`config.mk`:
```
export PLATFORM = sky130hd
export DESIGN_NAME = vwb_ext_bus
export DESIGN_NICKNAME = d
export VERILOG_FILES = /design/src/vwb_pkg.sv /design/src/vwb_ext_bus.sv /design/src/vwb_sync.sv
export SDC_FILE = /design/constraint.sdc
export NUM_CORES = 1
export LEC_CHECK = 0
export BUFFER_PORTS_ARGS = -buffer_cell sky130_fd_sc_hd__clkbuf_2
export CORE_MARGIN = 1
export CORE_UTILIZATION = 56
export CTS_CLUSTER_DIAMETER = 150
export CTS_CLUSTER_SIZE = 40
export DETAILED_ROUTE_END_ITERATION = 10
export PLACE_DENSITY_LB_ADDON = 0.3
export SLEW_MARGIN = 20
export SYNTH_ARGS = -nofsm -noshare
export SYNTH_HDL_FRONTEND = slang
export SYNTH_SLANG_ARGS = --single-unit
```
`constraint.sdc`:
```
create_clock -name i_clk -period 4.6 [get_ports i_clk]
set_clock_uncertainty 0.1 [all_clocks]
set_input_delay 0.46 -clock i_clk [delete_from_list [all_inputs] [get_ports i_clk]]
set_output_delay 0.46 -clock i_clk [all_outputs]
set_load 0.03 [all_outputs]
```
`src/vwb_pkg.sv`:
```
// constants and types of the external bus
package vwb_pkg;

    // ------------------------------------------------------------
    // width codes for memory width and data item size
    // ------------------------------------------------------------
    localparam logic [1:0] VWB_W8  = 2'h0;
    localparam logic [1:0] VWB_W16 = 2'h1;
    localparam logic [1:0] VWB_W32 = 2'h2;

    // ------------------------------------------------------------
    // register offsets (byte addresses)
    // ------------------------------------------------------------
    localparam logic [7:0] VWB_OFF_CTL_A  = 8'h00;
    localparam logic [7:0] VWB_OFF_CTL_B  = 8'h04;
    localparam logic [7:0] VWB_OFF_CTL_IO = 8'h08;
    localparam logic [7:0] VWB_OFF_STATUS = 8'h0c;

    // ------------------------------------------------------------
    // address map of the three strobes
    // ------------------------------------------------------------
    localparam logic [3:0] VWB_IO_REGION   = 4'h8;  // addr[23:20]
    localparam int         VWB_BANK_B_BIT  = 23;

    // ------------------------------------------------------------
    // timing counts in input clock cycles
    // ------------------------------------------------------------
    localparam logic [3:0] VWB_MIN_STROBE  = 4'h3;  // covers ready sync delay
    localparam logic [3:0] VWB_IO_EXTRA    = 4'h2;  // slower peripheral strobe
    localparam logic [1:0] VWB_INIT_LOAD   = 2'h2;  // strap sampled here

    // ------------------------------------------------------------
    // bus-control register layout, one per strobe
    // ------------------------------------------------------------
    typedef struct packed {
        logic       lockout;  // bit 7, meaningful in bank a only
        logic [1:0] dsize;    // bits 6:5 data item size
        logic [1:0] pwidth;   // bits 4:3 physical memory width
        logic [2:0] waits;    // bits 2:0 wait states
    } vwb_ctl_s;

    localparam vwb_ctl_s VWB_CTL_RST_32 = '{1'b0, VWB_W32, VWB_W32, 3'h7};
    localparam vwb_ctl_s VWB_CTL_RST_16 = '{1'b0, VWB_W32, VWB_W16, 3'h7};

    // ------------------------------------------------------------
    // cpu or dma request
    // ------------------------------------------------------------
    typedef struct packed {
        logic [23:0] addr;   // item address
        logic [31:0] wdata;  // write item, low bits used
        logic        write;  // 1 write, 0 read
        logic        prog;   // program fetch
    } vwb_req_s;

    typedef enum logic [1:0] {VWB_SEL_A, VWB_SEL_B, VWB_SEL_IO} vwb_sel_e;
    typedef enum logic [1:0] {ST_IDLE, ST_SETUP, ST_STROBE, ST_RELEASED} vwb_state_e;

endpackage : vwb_pkg

```
`src/vwb_ext_bus.sv`:
```
// variable width external bus interface
//
// What this block does
// - read/write line high on reads, low on writes
// - 24-bit address port, can float
// - 32-bit two-way data port, can float
// - lane-3 pin: enable on 32-bit memory, else address bit
// - lane-2 pin: byte enable on 32-bit memory, address bit on 8-bit
// - lane-0 pin is always a byte enable; lane-1 pin is one on 16 or 32-bit memory, else held high
// - transfer ends only after the ready input is asserted
// - release request low: finish transfer, then float all bus outputs
// - no transfers until request high or lockout bit set
// - grant low once bus is floated and transfers suspended
// - grant high when request high or lockout bit set
// - width pin low: 32-bit fetch; high: two 16-bit fetches
// - width pin at reset sets both bank control reset values
// - each bank strobe has wait, width and data size settings; the peripheral strobe has waits only
// - both banks carry 8, 16 or 32-bit data reads and writes
// - program fetch only from 16 or 32-bit memory
// - two bus clock outputs at half the input clock rate
// - a strobe set activates for accesses inside its range
// - data size may differ from physical memory width
// - peripheral strobe: single, 32-bit only, slower timing
//
// The register offsets and the APB interface to the registers were decided locally.
`timescale 1ns/1ps
`default_nettype none
module vwb_ext_bus (
    // clock and reset
    input  wire logic             i_clk,
    input  wire logic             i_rst_n,
    // apb slave
    input  wire logic             i_psel,
    input  wire logic             i_penable,
    input  wire logic             i_pwrite,
    input  wire logic [7:0]       i_paddr,
    input  wire logic [31:0]      i_pwdata,
    output logic      [31:0]      o_prdata,
    output logic                  o_pready,
    output logic                  o_pslverr,
    // cpu or dma request
    input  wire logic             i_req_valid,
    input  wire vwb_pkg::vwb_req_s i_req,
    output logic                  o_req_ack,
    output logic                  o_req_err,
    output logic      [31:0]      o_req_rdata,
    // external pins, inputs
    input  wire logic             i_hold_n,
    input  wire logic             i_ready_n,
    input  wire logic             i_program_width_select,
    input  wire logic [31:0]      i_data,
    // external pins, outputs
    output logic      [23:0]      o_addr,
    output logic      [31:0]      o_data,
    output logic                  o_data_oe_n,
    output logic                  o_bus_oe_n,
    output logic                  o_read_write,
    output logic      [3:0]       o_bank_a_strobe_set,
    output logic      [3:0]       o_bank_b_strobe_set,
    output logic                  o_peripheral_strobe_n,
    output logic                  o_bus_release_grant_n,
    output logic                  o_bus_clock_phase_one,
    output logic                  o_bus_clock_phase_three
);

    // ------------------------------------------------------------
    // helper functions
    // ------------------------------------------------------------
    // byte address of an item
    function automatic logic [25:0] f_byte_addr(input logic [23:0] a, input logic [1:0] ds);
        f_byte_addr = (ds == vwb_pkg::VWB_W8)  ? {2'h0, a} :
                      (ds == vwb_pkg::VWB_W16) ? {1'b0, a, 1'b0} : {a, 2'h0};
    endfunction : f_byte_addr

    // lane bits within one memory word
    function automatic logic [1:0] f_lane_mask(input logic [1:0] pw);
        f_lane_mask = (pw == vwb_pkg::VWB_W32) ? 2'h3 : (pw == vwb_pkg::VWB_W16) ? 2'h1 : 2'h0;
    endfunction : f_lane_mask

    // byte lanes of a piece of size gw at offs
    function automatic logic [3:0] f_lanes(input logic [1:0] offs, input logic [1:0] gw);
        logic [3:0] base;
        base = (gw == vwb_pkg::VWB_W8) ? 4'h1 : (gw == vwb_pkg::VWB_W16) ? 4'h3 : 4'hf;
        f_lanes = 4'(base << offs);
    endfunction : f_lanes

    // bit mask of a piece of size gw
    function automatic logic [31:0] f_bits(input logic [1:0] gw);
        f_bits = (gw == vwb_pkg::VWB_W8)  ? 32'h0000_00ff :
                 (gw == vwb_pkg::VWB_W16) ? 32'h0000_ffff : 32'hffff_ffff;
    endfunction : f_bits

    // index of the last piece of an item
    function automatic logic [1:0] f_last(input logic [1:0] ds, input logic [1:0] pw);
        f_last = (ds > pw) ? 2'((3'h1 << (ds - pw)) - 3'h1) : 2'h0;
    endfunction : f_last

    // code 3 is held as 32 bits
    function automatic logic [1:0] f_clamp(input logic [1:0] c);
        f_clamp = (c > vwb_pkg::VWB_W32) ? vwb_pkg::VWB_W32 : c;
    endfunction : f_clamp

    // ------------------------------------------------------------
    // state
    // ------------------------------------------------------------
    vwb_pkg::vwb_state_e state_r;
    vwb_pkg::vwb_state_e state_nxt;
    vwb_pkg::vwb_ctl_s   ctl_a_r;
    vwb_pkg::vwb_ctl_s   ctl_b_r;
    vwb_pkg::vwb_ctl_s   ctl_io_r;
    vwb_pkg::vwb_req_s   req_r;
    vwb_pkg::vwb_sel_e   sel_r;
    logic [25:0]         base_r;
    logic [1:0]          ds_r;
    logic [1:0]          pw_r;
    logic [1:0]          piece_r;
    logic [1:0]          last_r;
    logic [3:0]          wait_r;
    logic [31:0]         acc_r;
    logic [1:0]          init_cnt_r;
    logic                init_done_r;
    logic                hold_s;
    logic                ready_s;
    logic                program_width_select_s;
    logic [31:0]         din_s;

    // ------------------------------------------------------------
    // pin synchronisers
    // ------------------------------------------------------------
    vwb_sync #(.W(3), .RST(3'h6)) u_ctl_sync (
        .i_clk   (i_clk),
        .i_rst_n (i_rst_n),
        .i_d     ({i_hold_n, i_ready_n, i_program_width_select}),
        .o_q     ({hold_s, ready_s, program_width_select_s})
    );

    vwb_sync #(.W(32), .RST(32'h0)) u_data_sync (
        .i_clk   (i_clk),
        .i_rst_n (i_rst_n),
        .i_d     (i_data),
        .o_q     (din_s)
    );

    // ------------------------------------------------------------
    // request decode
    // ------------------------------------------------------------
    // range decode
    wire                 sel_io_w = (i_req.addr[23:20] == vwb_pkg::VWB_IO_REGION);
    wire                 sel_b_w  = !sel_io_w && i_req.addr[vwb_pkg::VWB_BANK_B_BIT];
    vwb_pkg::vwb_ctl_s   ctl_w;
    assign ctl_w = sel_io_w ? ctl_io_r : (sel_b_w ? ctl_b_r : ctl_a_r);
    vwb_pkg::vwb_ctl_s   ctl_s_w;  // control of the captured strobe
    assign ctl_s_w = (sel_r == vwb_pkg::VWB_SEL_IO) ? ctl_io_r : (sel_r == vwb_pkg::VWB_SEL_B) ? ctl_b_r : ctl_a_r;
    // peripheral is always 32-bit item on 32-bit memory
    wire [1:0]           ds_w = (i_req.prog || sel_io_w) ? vwb_pkg::VWB_W32 : ctl_w.dsize;
    // program fetch width follows the width pin
    wire [1:0]           pw_w = sel_io_w ? vwb_pkg::VWB_W32 :
                                i_req.prog ? (program_width_select_s ? vwb_pkg::VWB_W16 : vwb_pkg::VWB_W32) :
                                ctl_w.pwidth;
    // no fetch from a bank set to 8-bit memory
    wire                 bad_w = i_req.prog && !sel_io_w && (ctl_w.pwidth == vwb_pkg::VWB_W8);
    wire                 hold_lock_w = !hold_s && !ctl_a_r.lockout;
    wire                 take_w = (state_r == vwb_pkg::ST_IDLE) && init_done_r && i_req_valid &&
                                  !o_req_ack && !o_req_err && !hold_lock_w;

    // ------------------------------------------------------------
    // piece datapath
    // ------------------------------------------------------------
    // pieces step by one memory width
    wire [25:0]          b_w    = 26'(base_r + (26'(piece_r) << pw_r));
    wire [1:0]           offs_w = b_w[1:0] & f_lane_mask(pw_r);
    // piece size is the smaller of item and memory
    wire [1:0]           gw_w   = (ds_r < pw_r) ? ds_r : pw_r;
    wire [3:0]           en_w   = f_lanes(offs_w, gw_w);
    wire [4:0]           sh_w   = 5'({piece_r, 3'h0} << pw_r);
    wire [31:0]          wpc_w  = (req_r.wdata >> sh_w) << {offs_w, 3'h0};
    wire [31:0]          rpc_w  = ((din_s >> {offs_w, 3'h0}) & f_bits(gw_w)) << sh_w;
    wire                 last_w = (piece_r == last_r);
    // finish only after waits and ready
    wire                 done_w = (state_r == vwb_pkg::ST_STROBE) && (wait_r == 4'h0) && !ready_s;

    wire [3:0]           lanes_w = (pw_r == vwb_pkg::VWB_W8)  ? {b_w[1], b_w[0], 1'b1, ~en_w[0]} :
                                   (pw_r == vwb_pkg::VWB_W16) ? {b_w[1], 1'b1, ~en_w[1:0]} : ~en_w;
    wire                 active_w = (state_r == vwb_pkg::ST_SETUP) || (state_r == vwb_pkg::ST_STROBE);
    wire                 strobe_w = (state_r == vwb_pkg::ST_STROBE);

    // ------------------------------------------------------------
    // transfer sequencer
    // ------------------------------------------------------------
    // next state of the bus sequencer
    always_comb begin
        state_nxt = state_r;
        case (state_r)
            vwb_pkg::ST_IDLE: begin
                if (init_done_r && hold_lock_w)
                    state_nxt = vwb_pkg::ST_RELEASED;
                else if (take_w && !bad_w)
                    state_nxt = vwb_pkg::ST_SETUP;
            end
            vwb_pkg::ST_SETUP:
                state_nxt = vwb_pkg::ST_STROBE;
            vwb_pkg::ST_STROBE: begin
                if (done_w)
                    state_nxt = last_w ? vwb_pkg::ST_IDLE : vwb_pkg::ST_SETUP;
            end
            vwb_pkg::ST_RELEASED: begin
                // request high or lockout ends the release
                if (hold_s || ctl_a_r.lockout)
                    state_nxt = vwb_pkg::ST_IDLE;
            end
            default:
                state_nxt = vwb_pkg::ST_IDLE;
        endcase
    end

    // state register
    always_ff @(posedge i_clk or negedge i_rst_n) begin
        if (!i_rst_n)
            state_r <= vwb_pkg::ST_IDLE;
        else
            state_r <= state_nxt;
    end

    // request capture and piece stepping
    always_ff @(posedge i_clk or negedge i_rst_n) begin
        if (!i_rst_n) begin
            req_r   <= '0;
            sel_r   <= vwb_pkg::VWB_SEL_A;
            base_r  <= 26'h0;
            ds_r    <= vwb_pkg::VWB_W32;
            pw_r    <= vwb_pkg::VWB_W32;
            last_r  <= 2'h0;
            piece_r <= 2'h0;
            wait_r  <= 4'h0;
            acc_r   <= 32'h0;
        end else if (take_w) begin
            req_r   <= i_req;
            sel_r   <= sel_io_w ? vwb_pkg::VWB_SEL_IO : (sel_b_w ? vwb_pkg::VWB_SEL_B : vwb_pkg::VWB_SEL_A);
            base_r  <= f_byte_addr(i_req.addr, ds_w);
            ds_r    <= ds_w;
            pw_r    <= pw_w;
            last_r  <= f_last(ds_w, pw_w);
            piece_r <= 2'h0;
            acc_r   <= 32'h0;
        end else if (state_r == vwb_pkg::ST_SETUP) begin
            wait_r  <= {1'b0, ctl_s_w.waits} + vwb_pkg::VWB_MIN_STROBE +
                       ((sel_r == vwb_pkg::VWB_SEL_IO) ? vwb_pkg::VWB_IO_EXTRA : 4'h0);
        end else if (state_r == vwb_pkg::ST_STROBE) begin
            if (wait_r != 4'h0)
                wait_r <= wait_r - 4'h1;
            if (done_w) begin
                acc_r   <= acc_r | rpc_w;
                piece_r <= piece_r + 2'h1;
            end
        end
    end

    // requester answer pulses
    always_ff @(posedge i_clk or negedge i_rst_n) begin
        if (!i_rst_n) begin
            o_req_ack   <= 1'b0;
            o_req_err   <= 1'b0;
            o_req_rdata <= 32'h0;
        end else begin
            o_req_ack <= done_w && last_w;
            o_req_err <= take_w && bad_w;
            if (done_w && last_w)
                o_req_rdata <= acc_r | rpc_w;
        end
    end

    // ------------------------------------------------------------
    // pin drivers
    // ------------------------------------------------------------
    // bus pins, all registered
    always_ff @(posedge i_clk or negedge i_rst_n) begin
        if (!i_rst_n) begin
            o_addr                <= 24'h0;
            o_data                <= 32'h0;
            o_data_oe_n           <= 1'b1;
            o_bus_oe_n            <= 1'b0;
            o_read_write          <= 1'b1;
            o_bank_a_strobe_set   <= 4'hf;
            o_bank_b_strobe_set   <= 4'hf;
            o_peripheral_strobe_n <= 1'b1;
            o_bus_release_grant_n <= 1'b1;
        end else begin
            o_addr <= b_w[25:2];
            o_data <= wpc_w;
            o_data_oe_n <= !(active_w && req_r.write);
            o_bus_oe_n <= (state_r == vwb_pkg::ST_RELEASED);
            o_bus_release_grant_n <= (state_r != vwb_pkg::ST_RELEASED);
            // high on read, low on write
            o_read_write <= !(active_w && req_r.write);
            o_bank_a_strobe_set <= (strobe_w && sel_r == vwb_pkg::VWB_SEL_A) ? lanes_w : 4'hf;
            o_bank_b_strobe_set <= (strobe_w && sel_r == vwb_pkg::VWB_SEL_B) ? lanes_w : 4'hf;
            o_peripheral_strobe_n <= !(strobe_w && sel_r == vwb_pkg::VWB_SEL_IO);
        end
    end

    // two antiphase bus clocks at half rate
    always_ff @(posedge i_clk or negedge i_rst_n) begin
        if (!i_rst_n) begin
            o_bus_clock_phase_one   <= 1'b0;
            o_bus_clock_phase_three <= 1'b1;
        end else begin
            o_bus_clock_phase_one   <= !o_bus_clock_phase_one;
            o_bus_clock_phase_three <= o_bus_clock_phase_one;
        end
    end

    // ------------------------------------------------------------
    // apb register file
    // ------------------------------------------------------------
    wire        apb_wr_w  = i_psel && i_penable && i_pwrite && o_pready;
    wire        hit_a_w   = (i_paddr == vwb_pkg::VWB_OFF_CTL_A);
    wire        hit_b_w   = (i_paddr == vwb_pkg::VWB_OFF_CTL_B);
    wire        hit_io_w  = (i_paddr == vwb_pkg::VWB_OFF_CTL_IO);
    wire        hit_st_w  = (i_paddr == vwb_pkg::VWB_OFF_STATUS);
    wire        mapped_w  = hit_a_w || hit_b_w || hit_io_w || hit_st_w;
    wire [7:0]  status_w  = {3'h0, (state_r == vwb_pkg::ST_RELEASED), active_w, program_width_select_s, 1'b0, init_done_r};
    wire [7:0]  rsel_w    = hit_a_w ? ctl_a_r : hit_b_w ? ctl_b_r : hit_io_w ? ctl_io_r : status_w;
    vwb_pkg::vwb_ctl_s wctl_w;
    assign wctl_w = '{i_pwdata[7], f_clamp(i_pwdata[6:5]), f_clamp(i_pwdata[4:3]), i_pwdata[2:0]};
    // reset value chosen by the width strap
    vwb_pkg::vwb_ctl_s rst_ctl_w;
    assign rst_ctl_w = program_width_select_s ? vwb_pkg::VWB_CTL_RST_16 : vwb_pkg::VWB_CTL_RST_32;
    wire        load_w    = !init_done_r && (init_cnt_r == vwb_pkg::VWB_INIT_LOAD);

    // apb answer: one wait-free access phase
    always_ff @(posedge i_clk or negedge i_rst_n) begin
        if (!i_rst_n) begin
            o_pready  <= 1'b0;
            o_pslverr <= 1'b0;
            o_prdata  <= 32'h0;
        end else begin
            o_pready  <= i_psel && !i_penable;
            o_pslverr <= i_psel && !i_penable && !mapped_w;
            o_prdata  <= (i_psel && !i_penable && !i_pwrite && mapped_w) ? {24'h0, rsel_w} : 32'h0;
        end
    end

    // strap capture after reset release
    always_ff @(posedge i_clk or negedge i_rst_n) begin
        if (!i_rst_n) begin
            init_cnt_r  <= 2'h0;
            init_done_r <= 1'b0;
        end else if (!init_done_r) begin
            init_cnt_r  <= init_cnt_r + 2'h1;
            init_done_r <= load_w;
        end
    end

    always_ff @(posedge i_clk or negedge i_rst_n) begin
        if (!i_rst_n) begin
            ctl_a_r  <= '0;
            ctl_b_r  <= '0;
            ctl_io_r <= '0;
        end else if (load_w) begin
            ctl_a_r  <= rst_ctl_w;
            ctl_b_r  <= rst_ctl_w;
            ctl_io_r <= vwb_pkg::VWB_CTL_RST_32;
        end else if (apb_wr_w) begin
            if (hit_a_w)
                ctl_a_r <= wctl_w;
            if (hit_b_w)
                ctl_b_r <= '{1'b0, wctl_w.dsize, wctl_w.pwidth, wctl_w.waits};
            if (hit_io_w)
                ctl_io_r <= '{1'b0, vwb_pkg::VWB_W32, vwb_pkg::VWB_W32, wctl_w.waits};
        end
    end

endmodule : vwb_ext_bus
`default_nettype wire

```
`src/vwb_sync.sv`:
```
// two-flop synchroniser for pin inputs
`timescale 1ns/1ps
`default_nettype none
module vwb_sync #(
    parameter int              W   = 1,
    parameter logic [W-1:0]    RST = '0
) (
    // clock and reset
    input  wire logic         i_clk,
    input  wire logic         i_rst_n,
    // pin side and synchronised side
    input  wire logic [W-1:0] i_d,
    output logic      [W-1:0] o_q
);
    logic [W-1:0] meta_r;

    // first flop feeds only the second
    always_ff @(posedge i_clk or negedge i_rst_n) begin
        if (!i_rst_n) begin
            meta_r <= RST;
            o_q    <= RST;
        end else begin
            meta_r <= i_d;
            o_q    <= meta_r;
        end
    end
endmodule : vwb_sync
`default_nettype wire
```
==> flow_metrics.py, run 1 <==
metrics = {
    "layout": {
        "layout.nets": 1836,
        "final_util_pct": 65.35,
        "drive_above_1_share_pct": 19.14,
        "layout_common_cells": "295 x dfrtp_1, 255 x nand2_1, 228 x clkbuf_2, 119 x o21ai_0, 99 x mux2i_1",
        "final_common_cell": "dfrtp_1",
        "area_growth_pct": 13.35,
        "n_fill_cell": 2035,
    },
    "synthesis": {
        "synth_flop_cell": "dfrtp_1",
        "yosysSeqAreaShare_pct": 53.49,
        "async_flop_share_pct": 100.0,
        "synth_area_um2": 14680,
        "avgSynthCellArea_um2": 10.02,
        "yosys-top-cells-area": "dfrtp_1 50%, mux2i_1 6.8%, nand2_1 6.5%",
        "ys_ff_latch": 313,
        "ys_warn_count": 0,
        "synth_edf_count": 0,
        "syn_inst": 1466,
        "synthDistinctLibCells": 80,
        "yosysTopAreaCell": "dfrtp_1",
        "synth_top_area_share_pct": 50.27,
    },
    "placement": {
        "post-place-ws_ns": 0.7566,
        "hpwl_um": 24840,
        "gp_congestion": 0.8795,
        "portBuffers": 229,
    },
    "critical_path": {
        "critPathMaxFanout": 26,
        "worstSetupEndpointType": "flip-flop",
        "r2r-end": "acc_r[27]$_DFFE_PN0P_",
        "r2r_start": "pw_r[0]$_DFFE_PN0P_",
        "crit_path_cell_trace": "mux2i_2 -> nor2_1 -> xnor2_1 -> ha_1 -> nand2_2 -> mux2i_1 -> mux2i_4 -> a22oi_1 -> or4b_1 -> o221ai_1",
        "path_buf_inv": 0,
        "crit_arrival_ns": 4.21,
        "required_ns": 4.88,
        "cp_top_family": "multiplexers",
        "start_kind": "flip-flop",
        "worst_r2r_path_depth": 10,
        "rrSetupSlack_ns": 0.67,
        "crit_type": "flip-flop to flip-flop",
        "cp_slowest_stage_delay_ns": 0.67,
        "critical_path.slowest_cell": "dfrtp_1",
    },
    "hold_path": {
        "hold_path_end": "req_r[17]$_DFFE_PN0P_",
        "min_from": "i_req[17]",
        "min_path_cells": 3,
        "hold_class": "primary input to flip-flop",
    },
    "floorplanning": {
        "initial_utilization_pct": 57.65,
        "io_pins": 278,
        "core_um2": 25470,
        "die_h_um": 163.9,
        "die-area_um2": 26870,
        "row_count": 58,
        "die_width_um": 163.9,
    },
    "global_routing": {
        "grt_pass1_wl_um": 58220,
        "grtUsageTotal_pct": 27.58,
        "antenna_found_initial": 1,
        "grt_max_degree": 118,
        "grt_pass1_vias": 11160,
        "grt_overflow": 0,
    },
    "timing": {
        "period_share_pct": 85.36,
        "whs_ns": 0.03638,
        "max_slew_margin_pct": 38.56,
        "fin_crit_ns": 3.927,
        "timing.fmax_mhz": 254.7,
        "worst_slew_pin_slew_ns": 0.9216,
        "maxSlewViolCount": 0,
        "finalSetupViolCount": 0,
        "tns_ns": 0,
        "hold_viol_final": 0,
        "fin_ws_ns": 0.6734,
        "rsz0062_at_grt": "no",
    },
    "route": {
        "dr_total_vias": 11650,
        "route.detailed.drc": 0,
        "drt_wl_total_um": 36280,
        "drtIter0Drc": 1231,
        "routedWlPerCell_um": 18.07,
        "first_pass_iters": 5,
        "detail-route-antenna-nets": 0,
        "viasPerCell": 5.800,
    },
    "clocking": {
        "clkSinkCount": 313,
        "postCtsSetupBuffers": 0,
        "root_buffer": "clkbuf_16",
        "tritoncts": "done",
        "clkTransAtPathRegs_ns": 0.14,
        "htree_levels": 1,
        "clk_latency_ns": 0.51,
        "cts_buffers": 11,
        "cts_max_path_buffers": 3,
    },
    "run_status": {
        "status": "completed",
    },
    "power_and_ir_drop": {
        "ir_drop_uv": 380.4,
        "powerDensity_nw_per_um2": 574.8,
        "p_leak_nw": 8.134,
    },
    "job": {
        "drv_cap": 0,
    },
}
==> registers in the layout, indices dropped and copies added, names as in the netlist, 3 cells and up <==
name	flops
u_ctl_sync.meta_r	3
ctl_b_r	7
wait_r	4
acc_r	32
o_bank_a_strobe_set	4
req_r	33
o_addr	24
u_ctl_sync.o_q	3
o_bank_b_strobe_set	4
o_req_rdata	32
ctl_a_r	8
ctl_io_r	4
u_data_sync.o_q	32
u_data_sync.meta_r	32
o_prdata	8
base_r	26
o_data	32
==> per-layer routing <==
layer | wire length (µm) | GRT usage, % | vias up
met2 | 17520 | 44.11 | 493
met3 | 2528 | 3.409 | 72
met1 | 15190 | 39.24 | 5641
met4 | 1042 | 9.049 | 0
met5 | 0 | 0 | -
li1 | - | - | 5441
==> repair_timing <==
| item | CTS | global route |
|---|---|---|
| resized for setup | 0 | 0 |
| hold buffers | 36 | 0 |
| hold endpoints to repair | 126 | 0 |
==> layout make-up <==
class	instances	area (µm²)	share of cell area, %
antenna	1	2.502	0.01503
clock buffer	14	286.5	1.721
clock inverter	1	8.758	0.05262
inverter	33	123.9	0.7442
multi-input combinational	1029	6261	37.62
sequential	313	7855	47.19
tap	330	412.9	2.481
timing repair buffer	287	1694	10.18
==> cells in the mapped netlist (5+ instances only) <==
| cell type | number |
|---|---|
| a211o_1 | 5 |
| a211oi_1 | 12 |
| a21o_1 | 9 |
| a21oi_1 | 99 |
| a221oi_1 | 12 |
| a22o_1 | 9 |
| a22oi_1 | 6 |
| a31oi_1 | 8 |
| and2_1 | 5 |
| and3_1 | 17 |
| buf_1 | 12 |
| buf_2 | 18 |
| buf_4 | 27 |
| clkbuf_1 | 53 |
| dfrtp_1 | 295 |
| dfstp_2 | 18 |
| ha_1 | 20 |
| inv_1 | 32 |
| mux2_2 | 10 |
| mux2i_1 | 100 |
| nand2_1 | 256 |
| nand2b_1 | 10 |
| nand3_1 | 48 |
| nand4_1 | 8 |
| nor2_1 | 81 |
| nor2b_1 | 16 |
| nor3_1 | 17 |
| o211ai_1 | 7 |
| o21ai_0 | 119 |
| o21ai_1 | 5 |
| o22ai_1 | 19 |
| xnor2_1 | 22 |
| xor2_1 | 9 |
==> worst max-delay path by stage <==
stage	cells past startpoint	slack (ns)	startpoint	to
2_1_floorplan	11	1.18	pw_r[1]$_DFFE_PN1P_	o_req_rdata[24]$_DFFE_PN0P_
3_3_place_gp	10	0.88	pw_r[0]$_DFFE_PN0P_	acc_r[27]$_DFFE_PN0P_
3_5_place_dp	10	0.76	pw_r[0]$_DFFE_PN0P_	acc_r[27]$_DFFE_PN0P_
4_1_cts	10	0.71	pw_r[0]$_DFFE_PN0P_	acc_r[27]$_DFFE_PN0P_
5_1_grt	10	0.42	pw_r[0]$_DFFE_PN0P_	acc_r[27]$_DFFE_PN0P_
6_report	10	0.67	pw_r[0]$_DFFE_PN0P_	acc_r[27]$_DFFE_PN0P_
==> tightest hold or removal path: stages <==
cell and delay, ns:
clkbuf_2 0.08, nand2_1 0.04, nand2_1 0.04
==> power by group <==
group	internal (mW)	total [mW]	switching [mW]
registers	3.50	4.07	0.578
logic	1.44	4.25	2.81
clock network	0.453	1.25	0.795
total	5.39	9.57	4.18
==> cell families after synthesis <==
| family | synth area share [%] |
|---|---|
| and+or+nand+nor | 14.75 |
| AOI/OAI and AO/OA | 14.71 |
| DFF | 53.49 |
| buffers and inverters | 4.806 |
| muxes | 8.393 |
| xor gates and xnor gates | 1.849 |
| adders and majority gates | 1.977 |
| other | 0.02554 |
==> metrics by stage <==
step	std cells	power [mW]	area, µm²
after floorplan	1489	7.046	14770
after global placement	1956	8.157	15980
after detailed placement	1956	8.285	15980
after CTS	2007	9.546	16630
after global routing	2008	10.19	16640
final	2008	9.568	16640
(Power assumes the default switching activity.)
==> run 2: changes to the inputs <==
--- a/config.mk
+++ b/config.mk
@@ -15,4 +15,5 @@
 export SLEW_MARGIN = 20
 export SYNTH_ARGS = -nofsm -noshare
 export SYNTH_HDL_FRONTEND = slang
+export SYNTH_HIERARCHICAL = 1
 export SYNTH_SLANG_ARGS = --single-unit
==> constraint.sdc (replaced) <==
create_clock -name i_clk -period 4.6 [get_ports i_clk]
set_clock_uncertainty 0.1 [all_clocks]
set_input_delay 0.23 -clock i_clk [delete_from_list [all_inputs] [get_ports i_clk]]
set_output_delay 0.23 -clock i_clk [all_outputs]
set_load 0.03 [all_outputs]
==> run 2 against run 1 <==
Combinational power shrank 0.9%. Non-clock buffer count up 66. Highest routed layer unchanged. Register-to-register slack worse by 0.02 ns. Global-route usage rose by 0.53 points. Final cell count up 3.0%. Die area is 1.4% lower. Final area grew 2.9%. Critical path depth grew 1. Sequential share of layout area shrank 1.3 points. First-iteration DRC count fell by 6.8%.
==> flow_metrics.py, run 2 <==
metrics = {
    "synthesis": {
        "post-synth-top-count-cell": "dfrtp_1",
        "syn_inst": 1455,
        "async_flop_share_pct": 100.0,
        "ys_warn_count": 6,
        "synth_commonest_cells": "295 x dfrtp_1, 266 x nand2_1, 113 x a21oi_1, 104 x nor2_1, 96 x mux2i_1",
        "synth_flop_cell": "dfrtp_1",
        "avgSynthCellArea_um2": 9.949,
        "yosys-top-cells-area": "dfrtp_1 51%, nand2_1 6.9%, mux2i_1 6.6%",
        "yosysSeqAreaShare_pct": 54.26,
        "yosysTopAreaCell": "dfrtp_1",
        "synth_edf_count": 0,
        "synthDistinctLibCells": 73,
        "synth_top_area_share_pct": 50.99,
        "synth_area_um2": 14480,
        "ys_ff_latch": 313,
    },
    "timing": {
        "period_share_pct": 85.73,
        "max_slew_margin_pct": 26.14,
        "timing.fmax_mhz": 253.6,
        "rsz0062_at_grt": "no",
        "hold_viol_final": 0,
        "worst_slew_pin_slew_ns": 1.108,
        "finalSetupViolCount": 0,
        "whs_ns": 0.02298,
        "fin_crit_ns": 3.944,
        "tns_ns": 0,
        "fin_ws_ns": 0.6563,
        "maxSlewViolCount": 0,
    },
    "clocking": {
        "clkTransAtPathRegs_ns": 0.15,
        "clk_latency_ns": 0.51,
        "cts_buffers": 11,
        "root_buffer": "clkbuf_16",
        "postCtsSetupBuffers": 0,
        "tritoncts": "done",
        "clkSinkCount": 313,
        "htree_levels": 1,
        "cts_max_path_buffers": 3,
    },
    "route": {
        "route.detailed.drc": 0,
        "dr_total_vias": 11930,
        "drt_wl_total_um": 37170,
        "drtIter0Drc": 1147,
        "viasPerCell": 5.769,
        "first_pass_iters": 6,
        "routedWlPerCell_um": 17.97,
        "detail-route-antenna-nets": 0,
    },
    "hold_path": {
        "hold_class": "primary input to flip-flop",
    },
    "floorplanning": {
        "die_width_um": 162.8,
        "row_count": 58,
        "initial_utilization_pct": 57.32,
        "core_um2": 25250,
        "io_pins": 278,
        "die-area_um2": 26500,
        "die_h_um": 162.8,
    },
    "critical_path": {
        "required_ns": 4.92,
        "crit_arrival_ns": 4.27,
        "crit_type": "flip-flop to flip-flop",
        "start_kind": "flip-flop",
        "critPathMaxFanout": 14,
        "worstSetupEndpointType": "flip-flop",
    },
    "placement": {
        "gp_congestion": 0.9105,
        "post-place-ws_ns": 0.7794,
        "portBuffers": 229,
        "dp.cells": 1948,
        "placed_area_um2": 15780,
        "hpwl_um": 24520,
    },
    "power_and_ir_drop": {
        "ir_drop_uv": 503.6,
        "p_leak_nw": 8.224,
        "power_mw": 9.570,
        "powerDensity_nw_per_um2": 558.7,
    },
    "global_routing": {
        "grt_pass1_vias": 11340,
        "grt_max_degree": 113,
        "grt_overflow": 0,
        "grtUsageTotal_pct": 28.10,
        "grt_pass1_wl_um": 58770,
        "antenna_found_initial": 0,
    },
    "layout": {
        "layout_common_cells": "295 x dfrtp_1, 266 x nand2_1, 228 x clkbuf_2, 113 x a21oi_1, 105 x dlygate4sd3_1",
        "drive_above_1_share_pct": 17.66,
        "n_antenna_cell": 0,
        "n_fill_cell": 1973,
        "fin_cells": 2068,
        "largest_reg_flops": 33,
        "largest_register": "req_r",
        "area_growth_pct": 18.32,
        "fin_area_um2": 17130,
        "layout.nets": 1897,
        "regArea_um2": 7855,
        "final_common_cell": "dfrtp_1",
        "final_util_pct": 67.83,
        "multiInputGateArea_um2": 6097,
    },
    "run_status": {
        "status": "completed",
    },
    "job": {
        "drv_cap": 0,
    },
}
==> run 2: cell count changes after synthesis, moves of 8 or more <==
cell and delta:
a21oi_1 +14, nor2_1 +23, o21ai_0 -32, a22o_1 -9, nand2_1 +10, and2_1 +10
o2bb2ai_1 +9, inv_1 -9, a221oi_1 +8
==> run 2: repair_timing <==
item,4_1_cts,5_1_grt
gates resized for setup,0,0
hold buffers,105,0
hold endpoints to repair,210,0
==> run 2: per-layer routing <==
metal  wire length (µm)  up-vias  track usage (%)
li1                   -     5545                -
met1              15380     5742            38.58
met2              17840      564            46.85
met3               2797       80            3.132
met4               1156        0            9.006
met5                  0        -                0
==> run 2: worst max-delay path, cell delays in order, from the launching register on <==
cell,delay (ns)
dfrtp_1,0.66
mux2i_1,0.22
or2_2,0.33
xnor2_1,0.14
ha_1,0.34
nand2_1,0.65
buf_4,0.28
nand2_1,0.05
and3_1,0.17
a21oi_1,0.37
mux2i_1,0.30
a31oi_1,0.24
==> run 2: final timing paths <==
path	start	to	slack, ns	depth (start not counted)
worst max-delay path	pw_r[0]$_DFFE_PN0P_	o_req_rdata[28]$_DFFE_PN0P_	0.66	11
worst min-delay path	i_req[45]	base_r[13]$_DFFE_PN0P_	0.02	3
worst max register to register	pw_r[0]$_DFFE_PN0P_	o_req_rdata[28]$_DFFE_PN0P_	0.66	11
worst min register to register	u_data_sync/meta_r[17]$_DFF_PN0_	u_data_sync/o_q[17]$_DFF_PN0_	0.24	0
max in group asynchronous	i_rst_n	acc_r[20]$_DFFE_PN0P_	3.07	3
min in group asynchronous	i_rst_n	o_addr[9]$_DFF_PN0_	0.27	2
==> run 2: layout make-up <==
| class | instances | area share, % |
|---|---|---|
| repair buffers | 353 | 13.86 |
| clock inverters | 1 | 0.05113 |
| flip-flops and latches | 313 | 45.86 |
| multi-input cells | 1032 | 35.60 |
| inverters | 25 | 0.5478 |
| well taps | 330 | 2.411 |
| clock buffers | 14 | 1.673 |
==> run 2: cell families after synthesis <==
logic type	after synthesis	synth area share (%)
simple gates	520	16.18
buf+inv	133	4.408
other cells	1	0.02590
flops	313	54.26
fa+ha+maj	22	2.005
mux	100	7.027
compound gates	335	14.22
xor+xnor	31	1.876
==> run 2: report_power, final <==
group	total (mW)	internal, mW	switching (mW)
Clock	1.25	0.453	0.796
Sequential	4.11	3.51	0.595
Combinational	4.21	1.41	2.80
Total	9.57	5.38	4.19
